File: src/design/gpc_pkg.sv
// package: register map, field layout, reset values and types of the gain and pulse-output config block
`default_nettype none

package gpc_pkg;

    ////////////////////////////////////////////////////////////////////////
    // sizes
    localparam int unsigned GPC_ADDR_W  = 16;
    localparam int unsigned GPC_DATA_W  = 16;
    localparam int unsigned GPC_PHASES  = 3;
    localparam int unsigned GPC_PWR_W   = 24;   // per-phase power word
    localparam int unsigned GPC_SMP_W   = 24;   // adc sample word
    localparam int unsigned GPC_SHIFT_W = 3;    // gain as a left shift, 0..4
    localparam int unsigned GPC_SUM_W   = GPC_PWR_W + 2;

    ////////////////////////////////////////////////////////////////////////
    // register offsets
    localparam logic [15:0] GPC_OFS_COMP = 16'he60e;  // compensation_mode_reg
    localparam logic [15:0] GPC_OFS_GAIN = 16'he60f;  // channel_gain_select
    localparam logic [15:0] GPC_OFS_MODE = 16'he610;  // pulse_output_mode

    ////////////////////////////////////////////////////////////////////////
    // field positions
    localparam int unsigned GPC_CUR_GAIN_LSB  = 0;
    localparam int unsigned GPC_VOLT_GAIN_LSB = 6;
    localparam int unsigned GPC_SRC_LSB       = 0;   // pulse n source at SRC_LSB + 3n
    localparam int unsigned GPC_PIN_OFF_LSB   = 9;   // pulse n pin off at 9 + n
    localparam int unsigned GPC_LATCH_LSB     = 12;  // pulse n latch at 12 + n
    localparam int unsigned GPC_INCL_LSB      = 0;   // pulse n phase incl at 3n
    localparam int unsigned GPC_FIELD_W       = 3;

    ////////////////////////////////////////////////////////////////////////
    // reset values and writable-bit masks
    localparam logic [15:0] GPC_GAIN_RST  = 16'h0000;
    localparam logic [15:0] GPC_MODE_RST  = 16'h0e88;
    localparam logic [15:0] GPC_COMP_RST  = 16'h01ff;
    localparam logic [15:0] GPC_GAIN_MASK = 16'h01c7;
    localparam logic [15:0] GPC_MODE_MASK = 16'h7fff;
    localparam logic [15:0] GPC_COMP_MASK = 16'h3fff;

    ////////////////////////////////////////////////////////////////////////
    // types
    typedef enum logic [2:0] {
        GPC_SRC_ACTIVE   = 3'b000,
        GPC_SRC_REACTIVE = 3'b001,
        GPC_SRC_APPARENT = 3'b010
    } gpc_src_e;

    typedef struct packed {
        logic                   wr;
        logic                   rd;
        logic [GPC_ADDR_W-1:0]  addr;
        logic [GPC_DATA_W-1:0]  wdata;
    } gpc_host_req_s;

    typedef struct packed {
        logic [GPC_PHASES-1:0][GPC_PWR_W-1:0] active;
        logic [GPC_PHASES-1:0][GPC_PWR_W-1:0] reactive;
        logic [GPC_PHASES-1:0][GPC_PWR_W-1:0] apparent;
    } gpc_phase_pwr_s;

    // unassigned source codes act as active power
    function automatic gpc_src_e gpc_src_decode(input logic [2:0] code);
        case (code)
            3'b001:  gpc_src_decode = GPC_SRC_REACTIVE;
            3'b010:  gpc_src_decode = GPC_SRC_APPARENT;
            default: gpc_src_decode = GPC_SRC_ACTIVE;
        endcase
    endfunction

    // gain code to shift; unassigned codes give unity gain
    function automatic logic [GPC_SHIFT_W-1:0] gpc_gain_shift(input logic [2:0] code);
        case (code)
            3'b001:  gpc_gain_shift = 3'h1;
            3'b010:  gpc_gain_shift = 3'h2;
            3'b011:  gpc_gain_shift = 3'h3;
            3'b100:  gpc_gain_shift = 3'h4;
            default: gpc_gain_shift = 3'h0;
        endcase
    endfunction

endpackage

`default_nettype wire

File: src/design/gpc_pulse_chan.sv
// one pulse-output channel: source select, phase sum, pin gate and energy latch strobe
`default_nettype none

module gpc_pulse_chan
    import gpc_pkg::*;
(
    // clock and reset
    input  wire logic                         clock,
    input  wire logic                         srst,
    // configuration
    input  wire logic [2:0]                   source_sel,
    input  wire logic [2:0]                   phase_incl,
    input  wire logic                         pin_off,
    input  wire logic                         latch_en,
    // datapath
    input  wire gpc_pkg::gpc_phase_pwr_s      phase_pwr,
    input  wire logic                         dfc_pulse,
    output logic signed [GPC_SUM_W-1:0]       power_sum,
    output logic                              pulse_pin,
    output logic                              energy_latch
);

    import gpc_pkg::*;

    gpc_src_e                        src;
    logic [GPC_PHASES-1:0][GPC_PWR_W-1:0] picked;
    logic signed [GPC_SUM_W-1:0]     next_sum;

    ////////////////////////////////////////////////////////////////////////
    // pick the quantity, then add only the phases included for this output
    always_comb begin
        src = gpc_src_decode(source_sel);
        case (src)
            GPC_SRC_REACTIVE: picked = phase_pwr.reactive;
            GPC_SRC_APPARENT: picked = phase_pwr.apparent;
            default:          picked = phase_pwr.active;
        endcase
        next_sum = '0;
        for (int p = 0; p < GPC_PHASES; p++) begin
            if (phase_incl[p]) begin
                next_sum = next_sum + GPC_SUM_W'($signed(picked[p]));
            end
        end
    end

    // sum feeds the converter regardless of the pin gate
    always_ff @(posedge clock) begin
        if (srst) begin
            power_sum <= '0;
        end else begin
            power_sum <= next_sum;
        end
    end

    // pin gate only; converter pulses are still counted upstream
    always_ff @(posedge clock) begin
        if (srst) begin
            pulse_pin <= 1'b0;
        end else begin
            pulse_pin <= dfc_pulse & ~pin_off;
        end
    end

    // latch strobe follows converter pulses even with the pin gated off
    always_ff @(posedge clock) begin
        if (srst) begin
            energy_latch <= 1'b0;
        end else begin
            energy_latch <= dfc_pulse & latch_en;
        end
    end

endmodule

`default_nettype wire

File: src/design/gpc_config_top.sv
// gain and pulse-output configuration registers with the logic they steer
`default_nettype none

////////////////////////////////////////////////////////////////////////////////
module gpc_config_top
    import gpc_pkg::*;
#(
    parameter int unsigned SMP_W = GPC_SMP_W
)
(
    // clock and reset
    input  wire logic                              clock,
    input  wire logic                              srst,
    // host register port
    input  wire gpc_pkg::gpc_host_req_s            host_req,
    output logic [GPC_DATA_W-1:0]                  host_rdata,
    output logic                                   host_rvalid,
    // adc samples in and scaled samples out
    input  wire logic [GPC_PHASES-1:0][SMP_W-1:0]  current_smp,
    input  wire logic [GPC_PHASES-1:0][SMP_W-1:0]  voltage_smp,
    output logic [GPC_PHASES-1:0][SMP_W+3:0]       current_scaled,
    output logic [GPC_PHASES-1:0][SMP_W+3:0]       voltage_scaled,
    // decoded gain settings
    output logic [GPC_SHIFT_W-1:0]                 current_gain_shift,
    output logic [GPC_SHIFT_W-1:0]                 voltage_gain_shift,
    // per-phase powers in, summed powers out to the converters
    input  wire gpc_pkg::gpc_phase_pwr_s           phase_pwr,
    output logic signed [GPC_SUM_W-1:0]            pulse1_power,
    output logic signed [GPC_SUM_W-1:0]            pulse2_power,
    output logic signed [GPC_SUM_W-1:0]            pulse3_power,
    // raw converter pulses in, gated pins out
    input  wire logic                              dfc_pulse_1,
    input  wire logic                              dfc_pulse_2,
    input  wire logic                              dfc_pulse_3,
    output logic                                   pulse_out_1,
    output logic                                   pulse_out_2,
    output logic                                   pulse_out_3,
    // energy latch strobes
    output logic                                   pulse1_latch_strobe,
    output logic                                   pulse2_latch_strobe,
    output logic                                   pulse3_latch_strobe
);

    import gpc_pkg::*;

    ////////////////////////////////////////////////////////////////////////
    // register storage
    logic [GPC_DATA_W-1:0] channel_gain_select;
    logic [GPC_DATA_W-1:0] pulse_output_mode;
    logic [GPC_DATA_W-1:0] compensation_mode_reg;

    // named fields
    logic [2:0] current_gain_sel;
    logic [2:0] voltage_gain_sel;
    logic [2:0] pulse1_source_sel;
    logic [2:0] pulse2_source_sel;
    logic [2:0] pulse3_source_sel;
    logic       pulse1_pin_off;
    logic       pulse2_pin_off;
    logic       pulse3_pin_off;
    logic       pulse1_energy_latch;
    logic       pulse2_energy_latch;
    logic       pulse3_energy_latch;
    logic [2:0] pulse1_phase_incl;
    logic [2:0] pulse2_phase_incl;
    logic [2:0] pulse3_phase_incl;

    // address decode
    logic hit_gain;
    logic hit_mode;
    logic hit_comp;

    // read path
    logic [GPC_DATA_W-1:0] next_rdata;

    // gain shift, registered together with the samples it scales
    logic [GPC_SHIFT_W-1:0] next_cur_shift;
    logic [GPC_SHIFT_W-1:0] next_volt_shift;

    ////////////////////////////////////////////////////////////////////////
    // address decode: an offset outside the three registers is unmapped
    assign hit_gain = (host_req.addr == GPC_OFS_GAIN);
    assign hit_mode = (host_req.addr == GPC_OFS_MODE);
    assign hit_comp = (host_req.addr == GPC_OFS_COMP);

    ////////////////////////////////////////////////////////////////////////
    // gain register; reserved bits are masked off at write so they never
    // hold anything but zero and cannot leak into the gain decode
    always_ff @(posedge clock) begin
        if (srst) begin
            channel_gain_select <= GPC_GAIN_RST;
        end else if (host_req.wr && hit_gain) begin
            channel_gain_select <= host_req.wdata & GPC_GAIN_MASK;
        end
    end

    // pulse-output mode register; bit 15 is dropped at write
    always_ff @(posedge clock) begin
        if (srst) begin
            pulse_output_mode <= GPC_MODE_RST;
        end else if (host_req.wr && hit_mode) begin
            pulse_output_mode <= host_req.wdata & GPC_MODE_MASK;
        end
    end

    // compensation-mode register; only the phase include fields steer
    // logic here, the remaining fields are kept for readback
    always_ff @(posedge clock) begin
        if (srst) begin
            compensation_mode_reg <= GPC_COMP_RST;
        end else if (host_req.wr && hit_comp) begin
            compensation_mode_reg <= host_req.wdata & GPC_COMP_MASK;
        end
    end

    ////////////////////////////////////////////////////////////////////////
    // field extraction
    assign current_gain_sel    = channel_gain_select[GPC_CUR_GAIN_LSB +: GPC_FIELD_W];
    assign voltage_gain_sel    = channel_gain_select[GPC_VOLT_GAIN_LSB +: GPC_FIELD_W];
    assign pulse1_source_sel   = pulse_output_mode[GPC_SRC_LSB +: GPC_FIELD_W];
    assign pulse2_source_sel   = pulse_output_mode[GPC_SRC_LSB + GPC_FIELD_W +: GPC_FIELD_W];
    assign pulse3_source_sel   = pulse_output_mode[GPC_SRC_LSB + 2*GPC_FIELD_W +: GPC_FIELD_W];
    assign pulse1_pin_off      = pulse_output_mode[GPC_PIN_OFF_LSB];
    assign pulse2_pin_off      = pulse_output_mode[GPC_PIN_OFF_LSB + 1];
    assign pulse3_pin_off      = pulse_output_mode[GPC_PIN_OFF_LSB + 2];
    assign pulse1_energy_latch = pulse_output_mode[GPC_LATCH_LSB];
    assign pulse2_energy_latch = pulse_output_mode[GPC_LATCH_LSB + 1];
    assign pulse3_energy_latch = pulse_output_mode[GPC_LATCH_LSB + 2];
    assign pulse1_phase_incl   = compensation_mode_reg[GPC_INCL_LSB +: GPC_FIELD_W];
    assign pulse2_phase_incl   = compensation_mode_reg[GPC_INCL_LSB + GPC_FIELD_W +: GPC_FIELD_W];
    assign pulse3_phase_incl   = compensation_mode_reg[GPC_INCL_LSB + 2*GPC_FIELD_W +: GPC_FIELD_W];

    ////////////////////////////////////////////////////////////////////////
    // read mux; unmapped offsets read zero, stored values are already
    // masked so reserved positions come back as zero
    always_comb begin
        next_rdata = '0;
        if (hit_gain) begin
            next_rdata = channel_gain_select;
        end else if (hit_mode) begin
            next_rdata = pulse_output_mode;
        end else if (hit_comp) begin
            next_rdata = compensation_mode_reg;
        end
    end

    // read data is held until the next read so a slow host can sample it
    always_ff @(posedge clock) begin
        if (srst) begin
            host_rdata <= '0;
        end else if (host_req.rd) begin
            host_rdata <= next_rdata;
        end
    end

    // one-cycle marker that host_rdata holds a fresh answer
    always_ff @(posedge clock) begin
        if (srst) begin
            host_rvalid <= 1'b0;
        end else begin
            host_rvalid <= host_req.rd;
        end
    end

    ////////////////////////////////////////////////////////////////////////
    // gain decode; the function sends 101..111 to a zero shift
    assign next_cur_shift  = gpc_gain_shift(current_gain_sel);
    assign next_volt_shift = gpc_gain_shift(voltage_gain_sel);

    // decoded gain, registered so it changes in step with scaled samples
    always_ff @(posedge clock) begin
        if (srst) begin
            current_gain_shift <= '0;
            voltage_gain_shift <= '0;
        end else begin
            current_gain_shift <= next_cur_shift;
            voltage_gain_shift <= next_volt_shift;
        end
    end

    ////////////////////////////////////////////////////////////////////////
    // digital gain: the output is four bits wider than the sample, so a
    // gain of 16 never overflows; the cost is wider downstream words
    always_ff @(posedge clock) begin
        if (srst) begin
            current_scaled <= '0;
            voltage_scaled <= '0;
        end else begin
            for (int p = 0; p < GPC_PHASES; p++) begin
                current_scaled[p] <= (SMP_W+4)'($signed(current_smp[p])) <<< next_cur_shift;
                voltage_scaled[p] <= (SMP_W+4)'($signed(voltage_smp[p])) <<< next_volt_shift;
            end
        end
    end

    ////////////////////////////////////////////////////////////////////////
    // pulse output 1
    gpc_pulse_chan u_chan1 (
        .clock        (clock),
        .srst         (srst),
        .source_sel   (pulse1_source_sel),
        .phase_incl   (pulse1_phase_incl),
        .pin_off      (pulse1_pin_off),
        .latch_en     (pulse1_energy_latch),
        .phase_pwr    (phase_pwr),
        .dfc_pulse    (dfc_pulse_1),
        .power_sum    (pulse1_power),
        .pulse_pin    (pulse_out_1),
        .energy_latch (pulse1_latch_strobe)
    );

    // pulse output 2
    gpc_pulse_chan u_chan2 (
        .clock        (clock),
        .srst         (srst),
        .source_sel   (pulse2_source_sel),
        .phase_incl   (pulse2_phase_incl),
        .pin_off      (pulse2_pin_off),
        .latch_en     (pulse2_energy_latch),
        .phase_pwr    (phase_pwr),
        .dfc_pulse    (dfc_pulse_2),
        .power_sum    (pulse2_power),
        .pulse_pin    (pulse_out_2),
        .energy_latch (pulse2_latch_strobe)
    );

    // pulse output 3
    gpc_pulse_chan u_chan3 (
        .clock        (clock),
        .srst         (srst),
        .source_sel   (pulse3_source_sel),
        .phase_incl   (pulse3_phase_incl),
        .pin_off      (pulse3_pin_off),
        .latch_en     (pulse3_energy_latch),
        .phase_pwr    (phase_pwr),
        .dfc_pulse    (dfc_pulse_3),
        .power_sum    (pulse3_power),
        .pulse_pin    (pulse_out_3),
        .energy_latch (pulse3_latch_strobe)
    );

endmodule

`default_nettype wire

File: config.mk
export PLATFORM = sky130hd
export DESIGN_NAME = gpc_config_top
export DESIGN_NICKNAME = d
export VERILOG_FILES = /design/src/design/gpc_pkg.sv /design/src/design/gpc_pulse_chan.sv /design/src/design/gpc_config_top.sv
export SDC_FILE = /design/constraint.sdc
export NUM_CORES = 1
export LEC_CHECK = 0
export BUFFER_PORTS_ARGS = -buffer_cell sky130_fd_sc_hd__buf_2
export CORE_UTILIZATION = 39
export CTS_CLUSTER_SIZE = 12
export DETAILED_ROUTE_END_ITERATION = 10
export GPL_TIMING_DRIVEN = 1
export MAX_ROUTING_LAYER = met4
export SKIP_LAST_GASP = 1
export SYNTH_ARGS = -nofsm -noshare
export SYNTH_HDL_FRONTEND = slang
export SYNTH_SLANG_ARGS = --single-unit
File: constraint.sdc
create_clock -name clock -period 8.5 [get_ports clock]
set_input_delay 1.275 -clock clock [delete_from_list [all_inputs] [get_ports clock]]
set_output_delay 1.275 -clock clock [all_outputs]
set_load 0.02 [all_outputs]
After elaboration in Yosys (flattened, before gate mapping)
Index checks and enable logic that the tools add are counted.
{"block": "totals", "ff_bits": 310, "latchBits": 0, "ramBits": 0, "mem_bits_ro": 0, "in_bits": 399, "out_inout_bits": 275, "elab_cells": 89, "memories": 0}
{"block": "classes", "addsub": 6, "n_mul": 0, "div_mod_pow": 0, "order_cmp": 0, "n_eq_ne": 23, "shift": 6, "muxes": 20, "bitwise_logic": 9, "reduce_logical": 3}
{"op": "case mux 72 bit (2 select lines)", "n": 3}
{"op": "2-to-1 mux 26 bit", "n": 9}
{"op": "<<< shifter 24 x 3 -> 28 bit", "n": 6}
{"op": "adder 26 x 24 -> 26 bit", "n": 6}
{"op": "equality test 16 bit (second input constant)", "n": 3}
{"op": "2-to-1 mux 15 bit", "n": 2}
{"op": "case mux 3 bit (4 select lines)", "n": 2}
{"op": "equality test 3 x 2 -> 1 bit (second input constant)", "n": 7}
{"op": "equality test 3 x 1 -> 1 bit (second input constant)", "n": 5}
{"op": "2-to-1 mux 14 bit", "n": 1}
{"op": "case mux 2 bit (2 select lines)", "n": 3}
{"op": "AND 1 bit", "n": 6}
{"op": "equality test 2 x 1 -> 1 bit (second input constant)", "n": 3}
{"op": "equality test 2 bit (second input constant)", "n": 3}
{"op": "equality test 3 bit (second input constant)", "n": 2}
{"op": "logical AND 1 bit", "n": 3}
{"op": "NOT 1 bit", "n": 3}

Logic depth before layout (Yosys ltp)
{"block": "logic_depth", "depth_word": 9, "ltp_mapped": 33, "depth_no_buf": 29}

By module
A second synthesis with hierarchy kept.
{"block": "unflattened", "cells_unflattened": 3459, "area_unflattened_um2": 27625.2}
{"mod": "gpc_pulse_chan", "n_inst": 3, "cells_per_inst": 774, "area_per_inst_um2": 5455.2, "seq_area_each_um2": 560.5}
{"mod": "gpc_config_top", "n_inst": 1, "cells_per_inst": 1137, "area_per_inst_um2": 11259.5, "seq_area_each_um2": 4504.3}

Worst setup path before layout
OpenSTA, ideal clock, no wires.
{"block": "synth_timing", "kind": "register to register", "start": "register pulse_output_mode[4]", "end": "register u_chan2.power_sum[25]", "setup_time_ns": 0.128, "t_arrival_ns": 6.575, "t_required_ns": 8.372, "setup_slack_ns": 1.798, "path_stages_with_launch": 32, "path_buffers": 5, "synth_period_minus_slack_ns": 6.702, "cell_sequence": "dfxtp_1 > or3b_2 > ha_1 > clkbuf_1 > clkbuf_1 > clkbuf_1 > clkbuf_1 > clkbuf_1 > nand2_1 > o21ai_0 > ha_1 > inv_1 > fa_1 > nor2b_1 > o211ai_1 > a21oi_1 > nor2_1 > o21ai_0 > a31oi_1 > xnor2_1 > mux2_2 > ha_1 > o21ai_0 > a21oi_1 > a2111oi_0 > a211oi_1 > a31o_2 > o21ba_2 > xor2_1 > nand2_1 > xor2_1 > nor2_1"}
{"block": "synth_between", "elab_chain_len": 9, "elab_cells_between_ends": 11, "classes_between": "add/sub (2); eq/ne (4); mux (5)"}
{"element": "start: declaration", "line_no": "gpc_config_top.sv:49", "text": "logic [GPC_DATA_W-1:0] pulse_output_mode;"}
{"element": "start signal: assignment", "line_no": "gpc_config_top.sv:102", "text": "pulse_output_mode <= host_req.wdata & GPC_MODE_MASK;"}
{"element": "equality test 3 x 2 -> 1 bit / equality test 3 x 1 -> 1 bit (equally long branches)", "line_no": "gpc_pkg.sv:64", "text": "case (code)"}
{"element": "case mux 2 bit (2 select lines) *", "line_no": "gpc_pkg.sv:64"}
{"element": "equality test 2 bit / equality test 2 x 1 -> 1 bit (equally long branches)", "line_no": "gpc_pulse_chan.sv:33", "text": "case (src)"}
{"element": "case mux 72 bit (2 select lines) *", "line_no": "gpc_pulse_chan.sv:33"}
{"element": "2-to-1 mux 26 bit", "line_no": "gpc_pulse_chan.sv:40", "text": "if (phase_incl[p]) begin"}
{"element": "adder 26 x 24 -> 26 bit", "line_no": "gpc_pulse_chan.sv:41", "text": "next_sum = next_sum + GPC_SUM_W'($signed(picked[p]));"}
{"element": "2-to-1 mux 26 bit", "line_no": "gpc_pulse_chan.sv:40"}
{"element": "adder 26 x 24 -> 26 bit", "line_no": "gpc_pulse_chan.sv:41"}
{"element": "2-to-1 mux 26 bit *", "line_no": "gpc_pulse_chan.sv:40"}
{"element": "end signal: assignment", "line_no": "gpc_pulse_chan.sv:51", "text": "power_sum <= next_sum;"}
{"element": "end: declaration", "line_no": "gpc_pulse_chan.sv:18", "text": "output logic signed [GPC_SUM_W-1:0] power_sum,"}
Every way passes the cells marked *; elsewhere a longest branch is shown, timed or not.
A chain may end at the register's enable or synchronous reset.

Worst setup path after layout
{"block": "layout_timing", "start": "register pulse_output_mode[7]", "end": "register u_chan3.power_sum[22]"}
{"block": "layout_between", "elab_chain_len": 9, "elab_cells_between_ends": 11, "classes_between": "add/sub (2); eq/ne (4); mux (5)"}
{"element": "equality test 3 x 2 -> 1 bit / equality test 3 x 1 -> 1 bit (equally long branches)", "line_no": "gpc_pkg.sv:64"}
{"element": "case mux 2 bit (2 select lines) *", "line_no": "gpc_pkg.sv:64"}
{"element": "equality test 2 bit / equality test 2 x 1 -> 1 bit (equally long branches)", "line_no": "gpc_pulse_chan.sv:33"}
{"element": "case mux 72 bit (2 select lines) *", "line_no": "gpc_pulse_chan.sv:33"}
{"element": "2-to-1 mux 26 bit", "line_no": "gpc_pulse_chan.sv:40"}
{"element": "adder 26 x 24 -> 26 bit", "line_no": "gpc_pulse_chan.sv:41"}
{"element": "2-to-1 mux 26 bit", "line_no": "gpc_pulse_chan.sv:40"}
{"element": "adder 26 x 24 -> 26 bit", "line_no": "gpc_pulse_chan.sv:41"}
{"element": "2-to-1 mux 26 bit *", "line_no": "gpc_pulse_chan.sv:40"}
{"element": "end signal: assignment", "line_no": "gpc_pulse_chan.sv:51"}
{"element": "end: declaration", "line_no": "gpc_pulse_chan.sv:18"}
Marks and branches as above.

==> flow_summary.json <==
{
  "status": "finished, final reports clean",
  "peakVddDrop_v": 0.000175,
  "tritoncts": "done",
  "num_vias": 29100,
  "ctsResizeCount": 0,
  "design.core.area_um2": 64900,
  "drv_slew": 0,
  "max-slew-margin-rel_pct": 15.1,
  "finalSetupTns_ns": 0,
  "clk_pin_slew_ns": 0.06,
  "final_cell_area_um2": 31000,
  "cp_cell_sequence": "or3b_2, inv_1, ha_2, a22oi_1, o21ai_0, nand2_1, inv_1, ha_1, a211oi_1, nor2_1, o31ai_1, a211oi_1, o41ai_1, ha_1, and3_1, nand2_1, a2bb2oi_1, o21ai_1, o31ai_1, o21ai_1, a31oi_1, xnor2_1, mux2i_1, nor2_1",
  "critPathKind": "register to register",
  "critPathTopFamily": "compound AO/OA/AOI/OAI gates",
  "die_height_um": 259,
  "routed_via_density": 5.87,
  "ys_warn_count": 0,
  "whs_ns": 0.457,
  "rows": 93,
  "top_regs": "current_scaled x84, voltage_scaled x84",
  "synth_edf_count": 0,
  "async_flop_share_pct": 0,
  "wire_per_inst_um": 23.2,
  "postCtsSetupBuffers": 0,
  "cts.path.max_buffers": 3,
  "layout-drive-gt1-share_pct": 21.4,
  "arrival_ns": 7.44,
  "gr-total-overflow": 0,
  "grt_max_degree": 172,
  "seq_area_frac_synth_pct": 24.0,
  "place_ws_ns": 1.64,
  "numCtsBuffers": 39,
  "netlist_instances": 3567,
  "cp-end-kind": "register",
  "mostFrequentLayoutCell": "buf_2",
  "p_leak_nw": 14.8,
  "io_buffers": 671,
  "yosysUniqueCellTypes": 80,
  "worst_pin_slew_ns": 1.26,
  "synth_ff_type": "dfxtp_1",
  "synth.avg_cell_area_um2": 7.23,
  "initial_utilization_pct": 39.7,
  "clock_sinks": 309,
  "first_pass_iters": 8,
  "syn-num-nets": 4125,
  "slowest_stage": "o41ai_1",
  "drtIter0Drc": 2961,
  "drt_wl_total_um": 115000,
  "met2_length_um": 52700,
  "synth-seq-cells": 309,
  "synth_top_area_share_pct": 24.0,
  "nFillCells": 6736,
  "synth_area_um2": 25800,
  "h-tree-depth": 2,
  "power_mw": 5.48,
  "dpl-instance-area_um2": 29600,
  "synth_area_leaders": "dfxtp_1 24%, nand2_1 9.4%, ha_1 7.4%",
  "dieArea_um2": 67200,
  "dr_wl_met3_um": 8890,
  "grt_antenna_before_repair": 18,
  "skew_ns": 0.0287,
  "die_width_um": 259,
  "setup_viol": 0,
  "whs_path_depth": 2,
  "insertion_delay_ns": 0.59,
  "critPathMaxFanout": 24,
  "period_needed_ns": 6.99,
  "cp_num_cells": 24,
  "rsz0062_at_grt": "false",
  "grt_pass1_wl_um": 167000,
  "hold_path_class": "register to register",
  "grt_pass1_vias": 26700,
  "start_kind": "register",
  "fmax_ghz": 0.143,
  "gp_congestion": 1.00,
  "powerDensity_nw_per_um2": 177,
  "drc": 0,
  "fin_nets": 4608,
  "fin_ws_ns": 1.51,
  "ff2ff_path_depth": 24,
  "maxCapViolCount": 0,
  "fin_crit_sh_pct": 82.3,
  "ant_nets": 0,
  "wl_met1_um": 45600,
  "syn_to_final_growth_pct": 20.3,
  "path_buf_inv": 2,
  "layout_common_cells": "670 x buf_2, 644 x nand2_1, 306 x dfxtp_1",
  "slowest_delay_ns": 0.97,
  "routed.top_layer": "met4",
  "cts_root_buf": "clkbuf_16",
  "cp.required_ns": 8.95,
  "design.portCount": 674,
  "yosysTopAreaCell": "dfxtp_1",
  "ctsHoldBuffers": 0,
  "final_hold_viol_count": 0,
  "track_usage_pct": 33.5,
  "hpwl_um": 88000
}
==> layer usage <==
layer,track usage (%),vias up
li1,-,13900
met5,-,-
met3,5.36,261
met2,53.1,1429
met1,39.7,13600
met4,20.4,0
==> through the flow <==
step / instances / utilization, %
3_3_place_gp: 4864 / 45.7
2_1_floorplan: 3567 / -
6_report: 4954 / 47.8
3_5_place_dp: 4864 / 45.7
5_1_grt: 4952 / 47.8
4_1_cts: 4935 / 47.7
==> cells by family after synthesis <==
group                    count (synthesis)  synth area share [%]
other                                    1                0.0145
flip-flops                             309                  24.0
adder cells (fa/ha/maj)                159                  7.89
XOR/XNOR                               112                  3.80
AND/OR/NAND/NOR                       1345                  23.5
multiplexers                           217                  8.83
AO/OA/AOI/OAI                         1085                  27.1
buffers and inverters                  339                  4.96
==> Yosys cell counts (all sizes together) (39+ instances only) <==
master  count
a22oi     205
xor2       39
nor2      179
nor2b      39
mux2       52
a211oi     58
inv        68
mux2i     162
dfxtp     309
nand2     646
and2       58
nand3     251
ha        153
a21o       74
a21oi     262
clkbuf    233
xnor2      73
o21ai     274
==> layout make-up <==
class,instances,area (µm²),share of cell area (%)
Multi-Input combinational cell,2919,18400,59.4
Clock inverter,16,230,0.742
Inverter,69,259,0.835
Antenna cell,19,47.5,0.153
Timing Repair Buffer,712,3690,11.9
Clock buffer,55,1120,3.60
Sequential cell,309,6190,19.9
Tap cell,855,1070,3.45
==> path summary, 6_finish.rpt <==
path / slack (ns) / to / from
min: 0.46 / compensation_mode_reg[13] / compensation_mode_reg[13]
max reg2reg: 1.51 / u_chan3.power_sum[22] / pulse_output_mode[7]
min reg2reg: 0.46 / compensation_mode_reg[13] / compensation_mode_reg[13]
max: 1.51 / u_chan3.power_sum[22] / pulse_output_mode[7]
==> report_power, final <==
part / switching [mW] / internal [mW]
registers: 0.0400 / 1.61
clock network: 0.710 / 1.05
logic: 1.26 / 0.820
total: 2.01 / 3.47
==> tightest hold or removal path, stage by stage, from the launching register on <==
cell and delay (ns):
dfxtp_1 0.31, nand2_1 0.05, a21oi_1 0.05
Note: power is estimated with default switching activity, not from simulation.
